### config.mk
export PLATFORM = sky130hd
export DESIGN_NAME = tcpm_top
export DESIGN_NICKNAME = d
export VERILOG_FILES = /design/src/core/tcpm_pkg.sv /design/src/core/tcpm_top.sv
export SDC_FILE = /design/constraint.sdc
export NUM_CORES = 1
export LEC_CHECK = 0
export ABC_AREA = 1
export BUFFER_PORTS_ARGS = -buffer_cell sky130_fd_sc_hd__buf_2
export CAP_MARGIN = 20
export CORE_ASPECT_RATIO = 2
export CORE_MARGIN = 3
export CORE_UTILIZATION = 60
export DETAILED_ROUTE_END_ITERATION = 12
export GPL_ROUTABILITY_DRIVEN = 0
export PLACE_DENSITY = 0.8
export SETUP_SLACK_MARGIN = 0.15
export SYNTH_ARGS = -nofsm -noshare
export SYNTH_HDL_FRONTEND = slang
export SYNTH_SLANG_ARGS = --single-unit
### constraint.sdc
create_clock -name MCLK_I -period 10.26 [get_ports MCLK_I]
set_input_delay 1.539 -clock MCLK_I [delete_from_list [all_inputs] [get_ports MCLK_I]]
set_output_delay 1.539 -clock MCLK_I [all_outputs]
set_load 0.02 [all_outputs]
### src/core/tcpm_pkg.sv
// constants, types and state layout of the channel pair mode control block
// assumes a single 200 MHz kernel clock; counter and update logic live outside
// What this block does
// - direction field chooses compare output or capture input; other bits change meaning
// - clear bit set forces reference low while filtered external trigger is high
// - mode 000 keeps reference unchanged on counter matches
// - mode 001 drives reference high on counter match
// - mode 010 drives reference low on counter match
// - mode 011 toggles reference on each counter match
// - mode 100 holds reference low always
// - mode 101 holds reference high except while the clear bit and external trigger force it low
// - mode 110 counting up: inactive when counter exceeds compare, else active
// - reference is active high; pin levels follow the polarity bits
// - lock level 3 with output direction ignores mode and preload writes
// - preload set: compare access hits preload copy, moved to shadow on update
// - preload clear: compare writes take effect at once
// - fast bit set: trigger edge acts as match, output changes after 3 cycles
// - fast bit clear: normal comparison, reference follows a match 1 cycle later; fast only in PWM
// - direction 00 out, 01 own input, 10 neighbour input, 11 internal trigger
// - direction field writable only while channel enable is 0
// - filter changes output after N equal samples; code 0000 means no filter
// - filter code 0001 samples at kernel clock with N=2
// - capture divider codes 00,01,10,11 capture every 1st,2nd,4th,8th edge
// - capture edge count is reset while channel enable is 0
package tcpm_pkg;

  // register offsets
  localparam logic [7:0] MODE_CTL_OFS = 8'h18;
  localparam logic [7:0] CHAN_EN_OFS  = 8'h20;
  localparam logic [7:0] CMP1_OFS     = 8'h34;
  localparam logic [7:0] CMP2_OFS     = 8'h38;
  localparam logic [7:0] AUX_CTL_OFS  = 8'h40;

  // reset values
  localparam logic [15:0] MODE_CTL_RST = 16'h0000;
  localparam logic [15:0] CHAN_EN_RST  = 16'h0000;
  localparam logic [15:0] CMP_RST      = 16'h0000;
  localparam logic [3:0]  AUX_CTL_RST  = 4'h0;

  // mode control fields, channel 2 sits one stride above channel 1
  localparam int CH_STRIDE = 8;
  localparam int DIR_POS   = 0;
  localparam int PSC_POS   = 2;
  localparam int FLT_POS   = 4;
  localparam int FAST_POS  = 2;
  localparam int PRE_POS   = 3;
  localparam int MODE_POS  = 4;
  localparam int CLR_POS   = 7;

  // channel enable register fields
  localparam int EN_STRIDE = 4;
  localparam int EN_POS    = 0;
  localparam int POL_POS   = 1;
  localparam int NPOL_POS  = 3;

  // auxiliary control fields
  localparam int LOCK_POS  = 0;
  localparam int OPM_POS   = 2;
  localparam int TSI_POS   = 3;
  localparam logic [1:0] LOCK_FULL = 2'h3;

  // cycle counts and sample divider width
  localparam int FAST_DELAY       = 3;
  localparam int NORMAL_MIN_DELAY = 5;
  localparam int DIV_W            = 5;

  typedef enum logic [2:0] {
    OM_FROZEN  = 3'b000,
    OM_SET     = 3'b001,
    OM_CLEAR   = 3'b010,
    OM_TOGGLE  = 3'b011,
    OM_FORCE_L = 3'b100,
    OM_FORCE_H = 3'b101,
    OM_PWM1    = 3'b110,
    OM_PWM2    = 3'b111
  } tcpm_omode_t;

  typedef enum logic [1:0] {
    DIR_OUT = 2'b00,
    DIR_OWN = 2'b01,
    DIR_NBR = 2'b10,
    DIR_TRC = 2'b11
  } tcpm_dir_t;

  // whole block state
  typedef struct packed {
    logic [15:0]                  mode_ctl;
    logic [15:0]                  chan_en;
    logic [3:0]                   aux;
    logic [1:0][15:0]             cmp_pre;
    logic [1:0][15:0]             cmp_act;
    logic [1:0]                   ref_raw;
    logic [1:0]                   fast_hold;
    logic [1:0][FAST_DELAY-2:0]   fast_pipe;
    logic [DIV_W-1:0]             dts_div;
    logic [1:0][2:0]              flt_cnt;
    logic [1:0]                   ti_filt;
    logic [1:0]                   sel_prev;
    logic [1:0][2:0]              psc_cnt;
    logic [1:0]                   cap_pulse;
    logic [1:0]                   ref_out;
    logic [1:0]                   main_out;
    logic [1:0]                   compl_out;
    logic [15:0]                  rdata;
  } tcpm_st_t;

endpackage

### src/core/tcpm_top.sv
// channel pair mode control: compare reference, filters and capture divider
// assumes counter value, direction, update and trigger edges come from the timer core
`timescale 1ns/1ps
module tcpm_top
  import tcpm_pkg::*;
(
  // clock and reset
  input  wire logic        MCLK_I,
  input  wire logic        SYS_RST_I,
  // register port
  input  wire logic [7:0]  REG_ADDR_I,
  input  wire logic [15:0] REG_WDATA_I,
  input  wire logic        REG_WR_I,
  input  wire logic        REG_RD_I,
  output logic      [15:0] REG_RDATA_O,
  // timer core
  input  wire logic [15:0] CNT_I,
  input  wire logic        CNT_DOWN_I,
  input  wire logic        UPDATE_I,
  input  wire logic        TRIG_EDGE_I,
  // pins and internal sources
  input  wire logic        FILTERED_EXTERNAL_TRIGGER_I,
  input  wire logic        TIMER_INPUT_ONE_I,
  input  wire logic        TIMER_INPUT_TWO_I,
  input  wire logic        INTERNAL_TRIGGER_CAPTURE_SRC_I,
  // channel results
  output logic      [1:0]  COMPARE_REFERENCE_O,
  output logic      [1:0]  MAIN_OUT_O,
  output logic      [1:0]  COMPLEMENTARY_OUT_O,
  output logic      [1:0]  CAPTURE_O
);

  // filter setting: log2 of sample divider and sample count N
  function automatic logic [6:0] flt_cfg(input logic [3:0] code);
    case (code)
      4'h0:    flt_cfg = {3'd0, 4'd1};
      4'h1:    flt_cfg = {3'd0, 4'd2};
      4'h2:    flt_cfg = {3'd0, 4'd4};
      4'h3:    flt_cfg = {3'd0, 4'd8};
      4'h4:    flt_cfg = {3'd1, 4'd6};
      4'h5:    flt_cfg = {3'd1, 4'd8};
      4'h6:    flt_cfg = {3'd2, 4'd6};
      4'h7:    flt_cfg = {3'd2, 4'd8};
      4'h8:    flt_cfg = {3'd3, 4'd6};
      4'h9:    flt_cfg = {3'd3, 4'd8};
      4'ha:    flt_cfg = {3'd4, 4'd5};
      4'hb:    flt_cfg = {3'd4, 4'd6};
      4'hc:    flt_cfg = {3'd4, 4'd8};
      4'hd:    flt_cfg = {3'd5, 4'd5};
      4'he:    flt_cfg = {3'd5, 4'd6};
      default: flt_cfg = {3'd5, 4'd8};
    endcase
  endfunction

  // capture divider: number of edges per capture
  function automatic logic [3:0] psc_edges(input logic [1:0] code);
    psc_edges = 4'd1 << code;
  endfunction

  // one channel byte of the mode control register
  function automatic logic [7:0] ch_byte(input logic [15:0] r, input int ch);
    ch_byte = r[ch*CH_STRIDE +: CH_STRIDE];
  endfunction

  tcpm_st_t q;
  tcpm_st_t d;

  // next state
  always_comb begin
    logic [7:0]  cur;
    logic [7:0]  nb;
    logic [1:0]  ti;
    logic [6:0]  cfg;
    logic        tick;
    logic [2:0]  lg;
    logic [3:0]  n;
    logic        en;
    logic        pol;
    logic        npol;
    logic        sel;
    logic        edge_seen;
    logic        match;
    logic        gt;
    logic        pwm1_lvl;
    logic        clr;
    tcpm_omode_t om;
    tcpm_dir_t   dir;
    cur       = '0;
    nb        = '0;
    ti        = {TIMER_INPUT_TWO_I, TIMER_INPUT_ONE_I};
    cfg       = '0;
    tick      = 1'b0;
    lg        = '0;
    n         = '0;
    en        = 1'b0;
    pol       = 1'b0;
    npol      = 1'b0;
    sel       = 1'b0;
    edge_seen = 1'b0;
    match     = 1'b0;
    gt        = 1'b0;
    pwm1_lvl  = 1'b0;
    clr       = 1'b0;
    om        = OM_FROZEN;
    dir       = DIR_OUT;
    d         = q;
    d.dts_div = q.dts_div + 5'h01;
    d.rdata   = '0;

    // register reads, data valid the cycle after the strobe
    if (REG_RD_I) begin
      if (REG_ADDR_I == MODE_CTL_OFS) begin
        d.rdata = q.mode_ctl;
      end else if (REG_ADDR_I == CHAN_EN_OFS) begin
        d.rdata = q.chan_en;
      end else if (REG_ADDR_I == CMP1_OFS) begin
        d.rdata = q.cmp_pre[0];
      end else if (REG_ADDR_I == CMP2_OFS) begin
        d.rdata = q.cmp_pre[1];
      end else if (REG_ADDR_I == AUX_CTL_OFS) begin
        d.rdata = {12'h000, q.aux};
      end else begin
        d.rdata = '0;
      end
    end

    // register writes
    if (REG_WR_I) begin
      if (REG_ADDR_I == MODE_CTL_OFS) begin
        for (int c = 0; c < 2; c++) begin
          cur = ch_byte(q.mode_ctl, c);
          nb  = REG_WDATA_I[c*CH_STRIDE +: CH_STRIDE];
          if (q.chan_en[c*EN_STRIDE + EN_POS]) begin
            nb[DIR_POS +: 2] = cur[DIR_POS +: 2];
          end
          if (q.aux[LOCK_POS +: 2] == LOCK_FULL && cur[DIR_POS +: 2] == DIR_OUT) begin
            nb[MODE_POS +: 3] = cur[MODE_POS +: 3];
            nb[PRE_POS]       = cur[PRE_POS];
          end
          d.mode_ctl[c*CH_STRIDE +: CH_STRIDE] = nb;
        end
      end else if (REG_ADDR_I == CHAN_EN_OFS) begin
        d.chan_en = REG_WDATA_I;
      end else if (REG_ADDR_I == CMP1_OFS || REG_ADDR_I == CMP2_OFS) begin
        for (int c = 0; c < 2; c++) begin
          if (REG_ADDR_I == ((c == 0) ? CMP1_OFS : CMP2_OFS)) begin
            d.cmp_pre[c] = REG_WDATA_I;
            if (!q.mode_ctl[c*CH_STRIDE + PRE_POS]) begin
              d.cmp_act[c] = REG_WDATA_I;
            end
          end
        end
      end else if (REG_ADDR_I == AUX_CTL_OFS) begin
        d.aux = REG_WDATA_I[3:0];
      end
    end

    // input filters, one per timer input, set by that input's channel
    for (int c = 0; c < 2; c++) begin
      cur  = ch_byte(q.mode_ctl, c);
      cfg  = flt_cfg(cur[FLT_POS +: 4]);
      lg   = cfg[6:4];
      n    = cfg[3:0];
      tick = ((q.dts_div & ((5'h01 << lg) - 5'h01)) == ((5'h01 << lg) - 5'h01));
      if (tick) begin
        if (ti[c] == q.ti_filt[c]) begin
          d.flt_cnt[c] = '0;
        end else if ({1'b0, q.flt_cnt[c]} + 4'h1 >= n) begin
          d.ti_filt[c] = ti[c];
          d.flt_cnt[c] = '0;
        end else begin
          d.flt_cnt[c] = q.flt_cnt[c] + 3'h1;
        end
      end
    end

    // per channel compare and capture
    for (int c = 0; c < 2; c++) begin
      cur  = ch_byte(q.mode_ctl, c);
      dir  = tcpm_dir_t'(cur[DIR_POS +: 2]);
      om   = tcpm_omode_t'(cur[MODE_POS +: 3]);
      en   = q.chan_en[c*EN_STRIDE + EN_POS];
      pol  = q.chan_en[c*EN_STRIDE + POL_POS];
      npol = q.chan_en[c*EN_STRIDE + NPOL_POS];
      d.cap_pulse[c] = 1'b0;

      // shadow load on update
      if (UPDATE_I && cur[PRE_POS]) begin
        d.cmp_act[c] = d.cmp_pre[c];
      end

      // input selection
      case (dir)
        DIR_OWN: sel = q.ti_filt[c];
        DIR_NBR: sel = q.ti_filt[1-c];
        DIR_TRC: sel = INTERNAL_TRIGGER_CAPTURE_SRC_I & q.aux[TSI_POS];
        default: sel = 1'b0;
      endcase
      sel = sel ^ pol; // polarity picks the capture edge
      edge_seen = sel & ~q.sel_prev[c];
      d.sel_prev[c] = sel;

      // capture divider
      if (!en || dir == DIR_OUT) begin
        d.psc_cnt[c] = '0;
      end else if (edge_seen) begin
        if ({1'b0, q.psc_cnt[c]} + 4'h1 >= psc_edges(cur[PSC_POS +: 2])) begin
          d.psc_cnt[c]   = '0;
          d.cap_pulse[c] = 1'b1;
          d.cmp_pre[c]   = CNT_I;
          d.cmp_act[c]   = CNT_I;
        end else begin
          d.psc_cnt[c] = q.psc_cnt[c] + 3'h1;
        end
      end

      // compare reference, only in output direction
      match    = (CNT_I == q.cmp_act[c]);
      gt       = (CNT_I > q.cmp_act[c]);
      pwm1_lvl = CNT_DOWN_I ? gt : ~gt;
      d.fast_pipe[c] = {q.fast_pipe[c][FAST_DELAY-3:0], TRIG_EDGE_I};
      if (FAST_DELAY < 3) begin
        d.fast_pipe[c] = '0;
      end
      if (dir == DIR_OUT) begin
        case (om)
          OM_FROZEN:  d.ref_raw[c] = q.ref_raw[c];
          OM_SET:     d.ref_raw[c] = match ? 1'b1 : q.ref_raw[c];
          OM_CLEAR:   d.ref_raw[c] = match ? 1'b0 : q.ref_raw[c];
          OM_TOGGLE:  d.ref_raw[c] = match ? ~q.ref_raw[c] : q.ref_raw[c];
          OM_FORCE_L: d.ref_raw[c] = 1'b0;
          OM_FORCE_H: d.ref_raw[c] = 1'b1;
          OM_PWM1:    d.ref_raw[c] = pwm1_lvl;
          default:    d.ref_raw[c] = ~pwm1_lvl;
        endcase
        // fast response holds the match level until the next real match
        if ((om == OM_PWM1 || om == OM_PWM2) && cur[FAST_POS]) begin
          if (q.fast_pipe[c][FAST_DELAY-2]) begin
            d.fast_hold[c] = 1'b1;
          end else if (match) begin
            d.fast_hold[c] = 1'b0;
          end
          if (d.fast_hold[c]) begin
            d.ref_raw[c] = (om == OM_PWM1);
          end
        end else begin
          d.fast_hold[c] = 1'b0;
        end
      end else begin
        d.ref_raw[c]   = 1'b0;
        d.fast_hold[c] = 1'b0;
      end

      // clear on external trigger, then pin polarity
      clr = cur[CLR_POS] & FILTERED_EXTERNAL_TRIGGER_I & (dir == DIR_OUT);
      d.ref_out[c]   = d.ref_raw[c] & ~clr;
      d.main_out[c]  = d.ref_out[c] ^ pol;
      d.compl_out[c] = ~d.ref_out[c] ^ npol;
    end
  end

  // state register
  always_ff @(posedge MCLK_I or posedge SYS_RST_I) begin
    if (SYS_RST_I) begin
      q          <= '0;
      q.mode_ctl <= MODE_CTL_RST;
      q.chan_en  <= CHAN_EN_RST;
      q.aux      <= AUX_CTL_RST;
      q.cmp_pre  <= {CMP_RST, CMP_RST};
      q.cmp_act  <= {CMP_RST, CMP_RST};
      q.compl_out <= 2'b11;
    end else begin
      q <= d;
    end
  end

  // outputs straight from the state
  assign REG_RDATA_O         = q.rdata;
  assign COMPARE_REFERENCE_O = q.ref_out;
  assign MAIN_OUT_O          = q.main_out;
  assign COMPLEMENTARY_OUT_O = q.compl_out;
  assign CAPTURE_O           = q.cap_pulse;

endmodule

==> results by group, run 1 <==
Timing
  – Final Hold Slack: 0.352 ns
  – RSZ-0062 raised after global routing: false
  – Final setup vio count: 0
  – Setup_tns: 0 ns
  – Final Cycle Share: 37.0%
  – Final hold vios: 0
  – Worst Skew: 0.0130 ns
  – Final worst path period need: 3.80 ns
  – Max frequency: 263 MHz
  – Worst rel slew slack: 34.4%
  – Slew Limit Fails: 0
  – Post-layout worst setup margin: 6.46 ns
  – Worst slew pin tran: 0.982 ns

Clock network
  – Setup bufs post-CTS: 0
  – H-tree depth: 4
  – Clock Tree Buf Depth: 2
  – # clock sinks: 151
  – Clk Latency, worst-skew pair: 0.43 ns
  – Buffer type at the clock tree root: clkbuf_16
  – CTS Hold Bufs: 0
  – CTS tree: yes
  – Clk pin slew, worst setup/hold paths: 0.06 ns
  – Cts bufs inserted: 17
  – CTS resizes: 0

Logic synthesis
  – Syn Nets: 1,291
  – Adder-cell share of the synthesized area: 9.07%
  – Mux contribution to synthesized area: 0.325%
  – Post-synth cell types: 44
  – Cell Area, Synth: 9240 µm²
  – Synth Area in Simple Gates: 18.6%
  – Synth Area per Inst: 7.88 µm²
  – Synth area leaders: dfrtp_1 40%, nand2_1 11%, ha_1 9.1%
  – Top-count cell post-synth: nand2_1
  – Largest family of logic cells by synthesized area: compound AO/OA/AOI/OAI gates
  – Synth async-reset ratio: 100%
  – Sequential area share after synthesis: 40.9%
  – Ys flop type: dfrtp_1
  – Yosys top cell by area: dfrtp_1
  – Syn Inst Count: 1,173
  – Yosys reg bits: 151
  – Post-synth EDFFs: 0
  – Compound-Gate Fraction of Synth Area: 19.1%
  – Synth warn: 0
  – Post-Synth XOR/XNOR Area: 1.04%
  – Leading cell types by count after synthesis: 272 x nand2_1, 168 x inv_1, 149 x dfrtp_1
  – Share of the synthesized area in the top cell type: 40.3%

Route
  – Post-route ant nets: 0
  – WL final: 24,600 µm
  – Vias/cell: 5.85
  – Drt pass-1 iters: 7
  – Vias: 8,287
  – Mean routed wirelength per cell: 17.4 µm
  – # DRC: 0
  – DRT iter0 DRCs: 626

Power and ir drop
  – Leakage Power: 5.22 nW
  – Power per Cell Area: 181 nW/µm²
  – Peak supply drop: 0.114 mV

Setup path
  – Bufs and invs on worst path: 3
  – Reg2reg setup slack: 6.69 ns
  – Crit-path leading delay family: simple AND/OR/NAND/NOR gates
  – Max incr delay on CP: 0.71 ns
  – Data required time at the worst endpoint: 10.58 ns
  – Worst Path Arrival: 4.12 ns
  – Critical path class: in2reg
  – Worst setup EP type: flip-flop
  – Slowest cell on the critical path: nor3_4
  – Cell chain of the critical path: buf_2 -> inv_1 -> nand3_1 -> nor3_4 -> nand2_4 -> inv_2 -> nand2_2 -> a21oi_1 -> nand2_1 -> o221ai_1
  – CP Max Fanout: 29
  – Crit path launch type: input port

Job
  – Max-cap violations: 0

Global routing
  – Grt ovf: 0
  – All-Layer GR Usage: 29.6%
  – Largest net degree at the start of global routing: 79
  – Vias in the first global route: 8,094
  – First-pass GRT wire length: 39,700 µm
  – Initial antenna violation count: 1

Floorplan
  – Die ar.: 17,000 µm²
  – Initial Util: 61.7%
  – Top Ports: 75
  – Die Y: 182 µm
  – Die Wd: 93.8 µm
  – Total core area: 15,000 µm²
  – Core Rows: 63

Layout
  – Layout cells sized above 1: 11.1%
  – Area grow syn2layout: 9.75%
  – Antenna fix cells: 0
  – Fin util: 67.7%
  – Nets: 1,326

Place
  – Detailed placement HPWL: 18,200 µm
  – # port buffers: 74
  – Dpl ws: 6.07 ns

Outcome
  – Outcome: completed

Min path
  – Type of the worst min-delay path: reg2reg
## metal layers
metal	track usage (%)	share of wire, %
met4	15.5	5.3
met5	0	0.069
met1	33.7	37
met3	4.56	5.2
met2	52.4	53
## flip-flops by register name, summed over array words and instances (netlist names)
register,flops
d,1
REG_RDATA_O,16
COMPARE_REFERENCE_O,2
q,126
CAPTURE_O,2
COMPLEMENTARY_OUT_O,2
MAIN_OUT_O,2
## power breakdown
group	internal [mW]	leakage [nW]	total, mW	switching [mW]
clock network	0.407	0.298	0.662	0.255
logic	0.177	2.96	0.445	0.269
registers	0.679	1.96	0.730	0.0514
## worst paths after layout
path,start,to,depth (start not counted)
min reg2reg,d[48],q[46],0
min,d[48],q[46],0
min in group asynchronous,SYS_RST_I,q[24],2
max,REG_ADDR_I[3],q[56],10
max reg2reg,q[148],q[81],13
max in group asynchronous,SYS_RST_I,q[33],3
## worst register-to-register path, cell delays in order, from the launching register on
cell and delay [ns]:
dfrtp_1 0.50, inv_1 0.29, nand2_1 0.11, ha_1 0.31
inv_1 0.07, nor2_1 0.03, o21ai_0 0.13, nand2_1 0.07
a31oi_1 0.24, inv_1 0.09, nand3_2 0.53, clkinv_1 0.70
nand2_1 0.26, o211ai_1 0.12
## cells in the final DEF, fill, tap and decap left out, types with 5 or more instances in the layout
cell type | netlist | final
nand2_1 | 272 | 272
inv_1 | 168 | 167
dfrtp_1 | 149 | 149
o21ai_0 | 118 | 118
a21oi_1 | 86 | 86
buf_2 | 6 | 74
ha_1 | 67 | 67
nor2_1 | 64 | 64
nand3_1 | 35 | 35
nor3_1 | 22 | 22
clkbuf_16 | 0 | 17
o22ai_1 | 16 | 16
o221ai_1 | 15 | 15
a31oi_1 | 13 | 13
o221ai_2 | 10 | 10
o211ai_1 | 8 | 8
xor2_1 | 7 | 7
a221oi_1 | 7 | 7
nand2_2 | 5 | 5
a22oi_1 | 5 | 5
## metrics by stage
step | power, mW | area (µm²) | cells
floorplan | 1.06 | 9240 | 1173
global placement | 1.16 | 9500 | 1382
detailed placement | 1.18 | 9500 | 1382
CTS | 1.84 | 10100 | 1414
global route | 1.95 | 10100 | 1416
finish | 1.84 | 10100 | 1416
## final cells by class
class	count	area (µm²)
Clock buffer	20	437
Multi-Input combinational cell	789	4450
Tap cell	195	244
Clock inverter	12	178
Fill cell	1300	4830
Inverter	172	651
Timing Repair Buffer	77	405
Sequential cell	151	3780
## kinds of logic (layout without fill, tap and decap cells)
| family | after synthesis | in the layout |
|---|---|---|
| simple gates | 414 | 414 |
| compound gates | 294 | 294 |
| buf+inv | 233 | 281 |
| flops | 151 | 151 |
| fa+ha+maj | 67 | 67 |
| xor+xnor | 11 | 11 |
| mux | 3 | 3 |
(Power assumes the default switching activity.)
==> run 2: changes to the inputs <==
==> constraint.sdc (replaced) <==
create_clock -name MCLK_I -period 3.9 [get_ports MCLK_I]
set_input_delay 0.585 -clock MCLK_I [delete_from_list [all_inputs] [get_ports MCLK_I]]
set_output_delay 0.585 -clock MCLK_I [all_outputs]
set_load 0.02 [all_outputs]
==> run 2 against run 1 <==
Net effect:
- non-clock buffer count rose by 10
- sequential power rose to 2.6 times the previous value
- design area rose by 0.54%
- die area did not move
- core utilization rose by 0.37 points
- worst hold slack got worse by 0.092 ns
- first-iteration DRC count fell by 8.1%
- total power rose to 2.6 times the previous value
- highest routed layer is now met4
==> results by group, run 2 (synthesized netlist as in run 1, its figures left out) <==
Timing
  – Final Cycle Share: 75.1%
  – Final worst path period need: 2.93 ns
  – Post-layout worst setup margin: 0.971 ns
  – Final setup vio count: 0
  – Worst rel slew slack: 31.3%
  – RSZ-0062 raised after global routing: false
  – Final hold vios: 0
  – Worst slew pin tran: 1.03 ns
  – Slew Limit Fails: 0
  – Setup_tns: 0 ns
  – Max frequency: 341 MHz
  – Worst Skew: 0.0122 ns

Setup path
  – FF-to-FF Start: q[27]
  – Worst Path Arrival: 3.23 ns
  – Reg2reg setup slack: 0.97 ns
  – Worst setup EP type: flip-flop
  – Data required time at the worst endpoint: 4.20 ns
  – FF-to-FF End: q[109]
  – Critical path class: reg2reg
  – CP Max Fanout: 17
  – FF-to-FF path depth: 14
  – Crit path launch type: flip-flop

Global routing
  – Grt ovf: 0
  – Largest net degree at the start of global routing: 59
  – All-Layer GR Usage: 29.7%
  – First-pass GRT wire length: 39,700 µm
  – Vias in the first global route: 8,424
  – Initial antenna violation count: 0

Floorplan
  – Core Rows: 63
  – Top Ports: 75
  – Die ar.: 17,000 µm²
  – Initial Util: 61.7%
  – Die Wd: 93.8 µm
  – Die Y: 182 µm
  – Total core area: 15,000 µm²

Layout
  – Largest reg by FF count: q
  – Fill count: 1,254
  – Layout cells sized above 1: 12.1%
  – Antenna fix cells: 0
  – Reg area: 3780 µm²
  – Nets: 1,336
  – Max reg flops: 126
  – Multi-input gate area: 4450 µm²
  – Area grow syn2layout: 10.3%
  – Leading cell type in the layout, fill and taps excluded: nand2_1
  – Commonest cells after routing, fill and taps aside: 272 x nand2_1, 167 x inv_1, 149 x dfrtp_1, 118 x o21ai_0, 86 x a21oi_1

Clock network
  – H-tree depth: 4
  – Clock Tree Buf Depth: 2
  – CTS tree: yes
  – CTS Hold Bufs: 0
  – # clock sinks: 151
  – Clk pin slew, worst setup/hold paths: 0.06 ns
  – Cts bufs inserted: 17
  – CTS resizes: 0
  – Setup bufs post-CTS: 0
  – Buffer type at the clock tree root: clkbuf_16
  – Clk Latency, worst-skew pair: 0.44 ns

Place
  – # port buffers: 74
  – Detailed placement HPWL: 18,100 µm
  – Dpl ws: 0.741 ns

Route
  – Vias: 8,288
  – Mean routed wirelength per cell: 16.9 µm
  – Vias/cell: 5.81
  – DRT iter0 DRCs: 575
  – Drt pass-1 iters: 6
  – WL final: 24,000 µm
  – # DRC: 0
  – Post-route ant nets: 0

Power and ir drop
  – Peak supply drop: 0.317 mV
  – Power per Cell Area: 467 nW/µm²
  – Leakage Power: 5.24 nW

Job
  – Max-cap violations: 0

Min path
  – Hold depth: 1
  – Type of the worst min-delay path: in2reg
  – Hold endpoint: d[48]
  – Worst hold start: TRIG_EDGE_I

Outcome
  – Outcome: completed
[run 2: cell count changes in the layout (fill, tap and decap cells not counted)]
cell        delta
buf_4         +10
clkinvlp_4     +5
clkbuf_1       -3
clkinv_2       -3
bufinv_16      -2
inv_6          +2
inv_8          +1
[run 2: report_power, final]
part           switching (mW)  internal [mW]  total (mW)
sequential              0.130           1.78        1.91
clock                   0.720          0.954        1.67
combinational           0.706          0.466        1.17
total                    1.56           3.20        4.76
[run 2: worst max path at each step]
stage                          endpoint  slack [ns]      start
after global placement    MAIN_OUT_O[1]        0.80  CNT_I[15]
after global routing             q[107]        0.74     q[148]
after detailed placement  MAIN_OUT_O[1]        0.74  CNT_I[15]
final                            q[109]        0.97      q[27]
after CTS                        q[109]         1.0      q[27]
after floorplan            CAPTURE_O[0]        1.41  SYS_RST_I
[run 2: routing by layer]
layer,vias to the layer above,track usage [%],share of wire [%]
met4,0,17.1,5.5
met5,-,0,0
li1,3961,-,-
met1,3864,33.3,37
met3,91,4.64,5.7
met2,372,52.2,52
[run 2: worst max-delay path: stages, from the launching register on]
cell and delay (ns):
dfrtp_1 0.40, ha_1 0.22, xnor2_1 0.20, inv_1 0.07, ha_1 0.29, nand2_1 0.06, inv_1 0.05, o21ai_0 0.07
nand2_1 0.07, a31oi_1 0.24, inv_1 0.09, nand3_2 0.19, clkinv_1 0.49, nand2_1 0.24, o21ai_0 0.12
[run 2: through the flow]
step,util (%),hold WS [ns],std cells,power (mW),cell area (µm²)
floorplan,-,0.331,1173,2.80,9250
global placement,64.1,0.343,1394,3.06,9600
detailed placement,64.1,0.341,1394,3.10,9600
CTS,68.1,0.259,1426,4.76,10200
global route,68.1,0.249,1426,5.05,10200
finish,68.1,0.260,1426,4.76,10200
[run 2: layout make-up]
| class | count | share of cell area [%] |
|---|---|---|
| multi-input cells | 789 | 43.6 |
| flip-flops and latches | 151 | 37.1 |
| clock inverters | 15 | 1.67 |
| well taps | 195 | 2.39 |
| clock buffers | 17 | 4.17 |
| inverters | 172 | 6.37 |
| repair buffers | 87 | 4.71 |
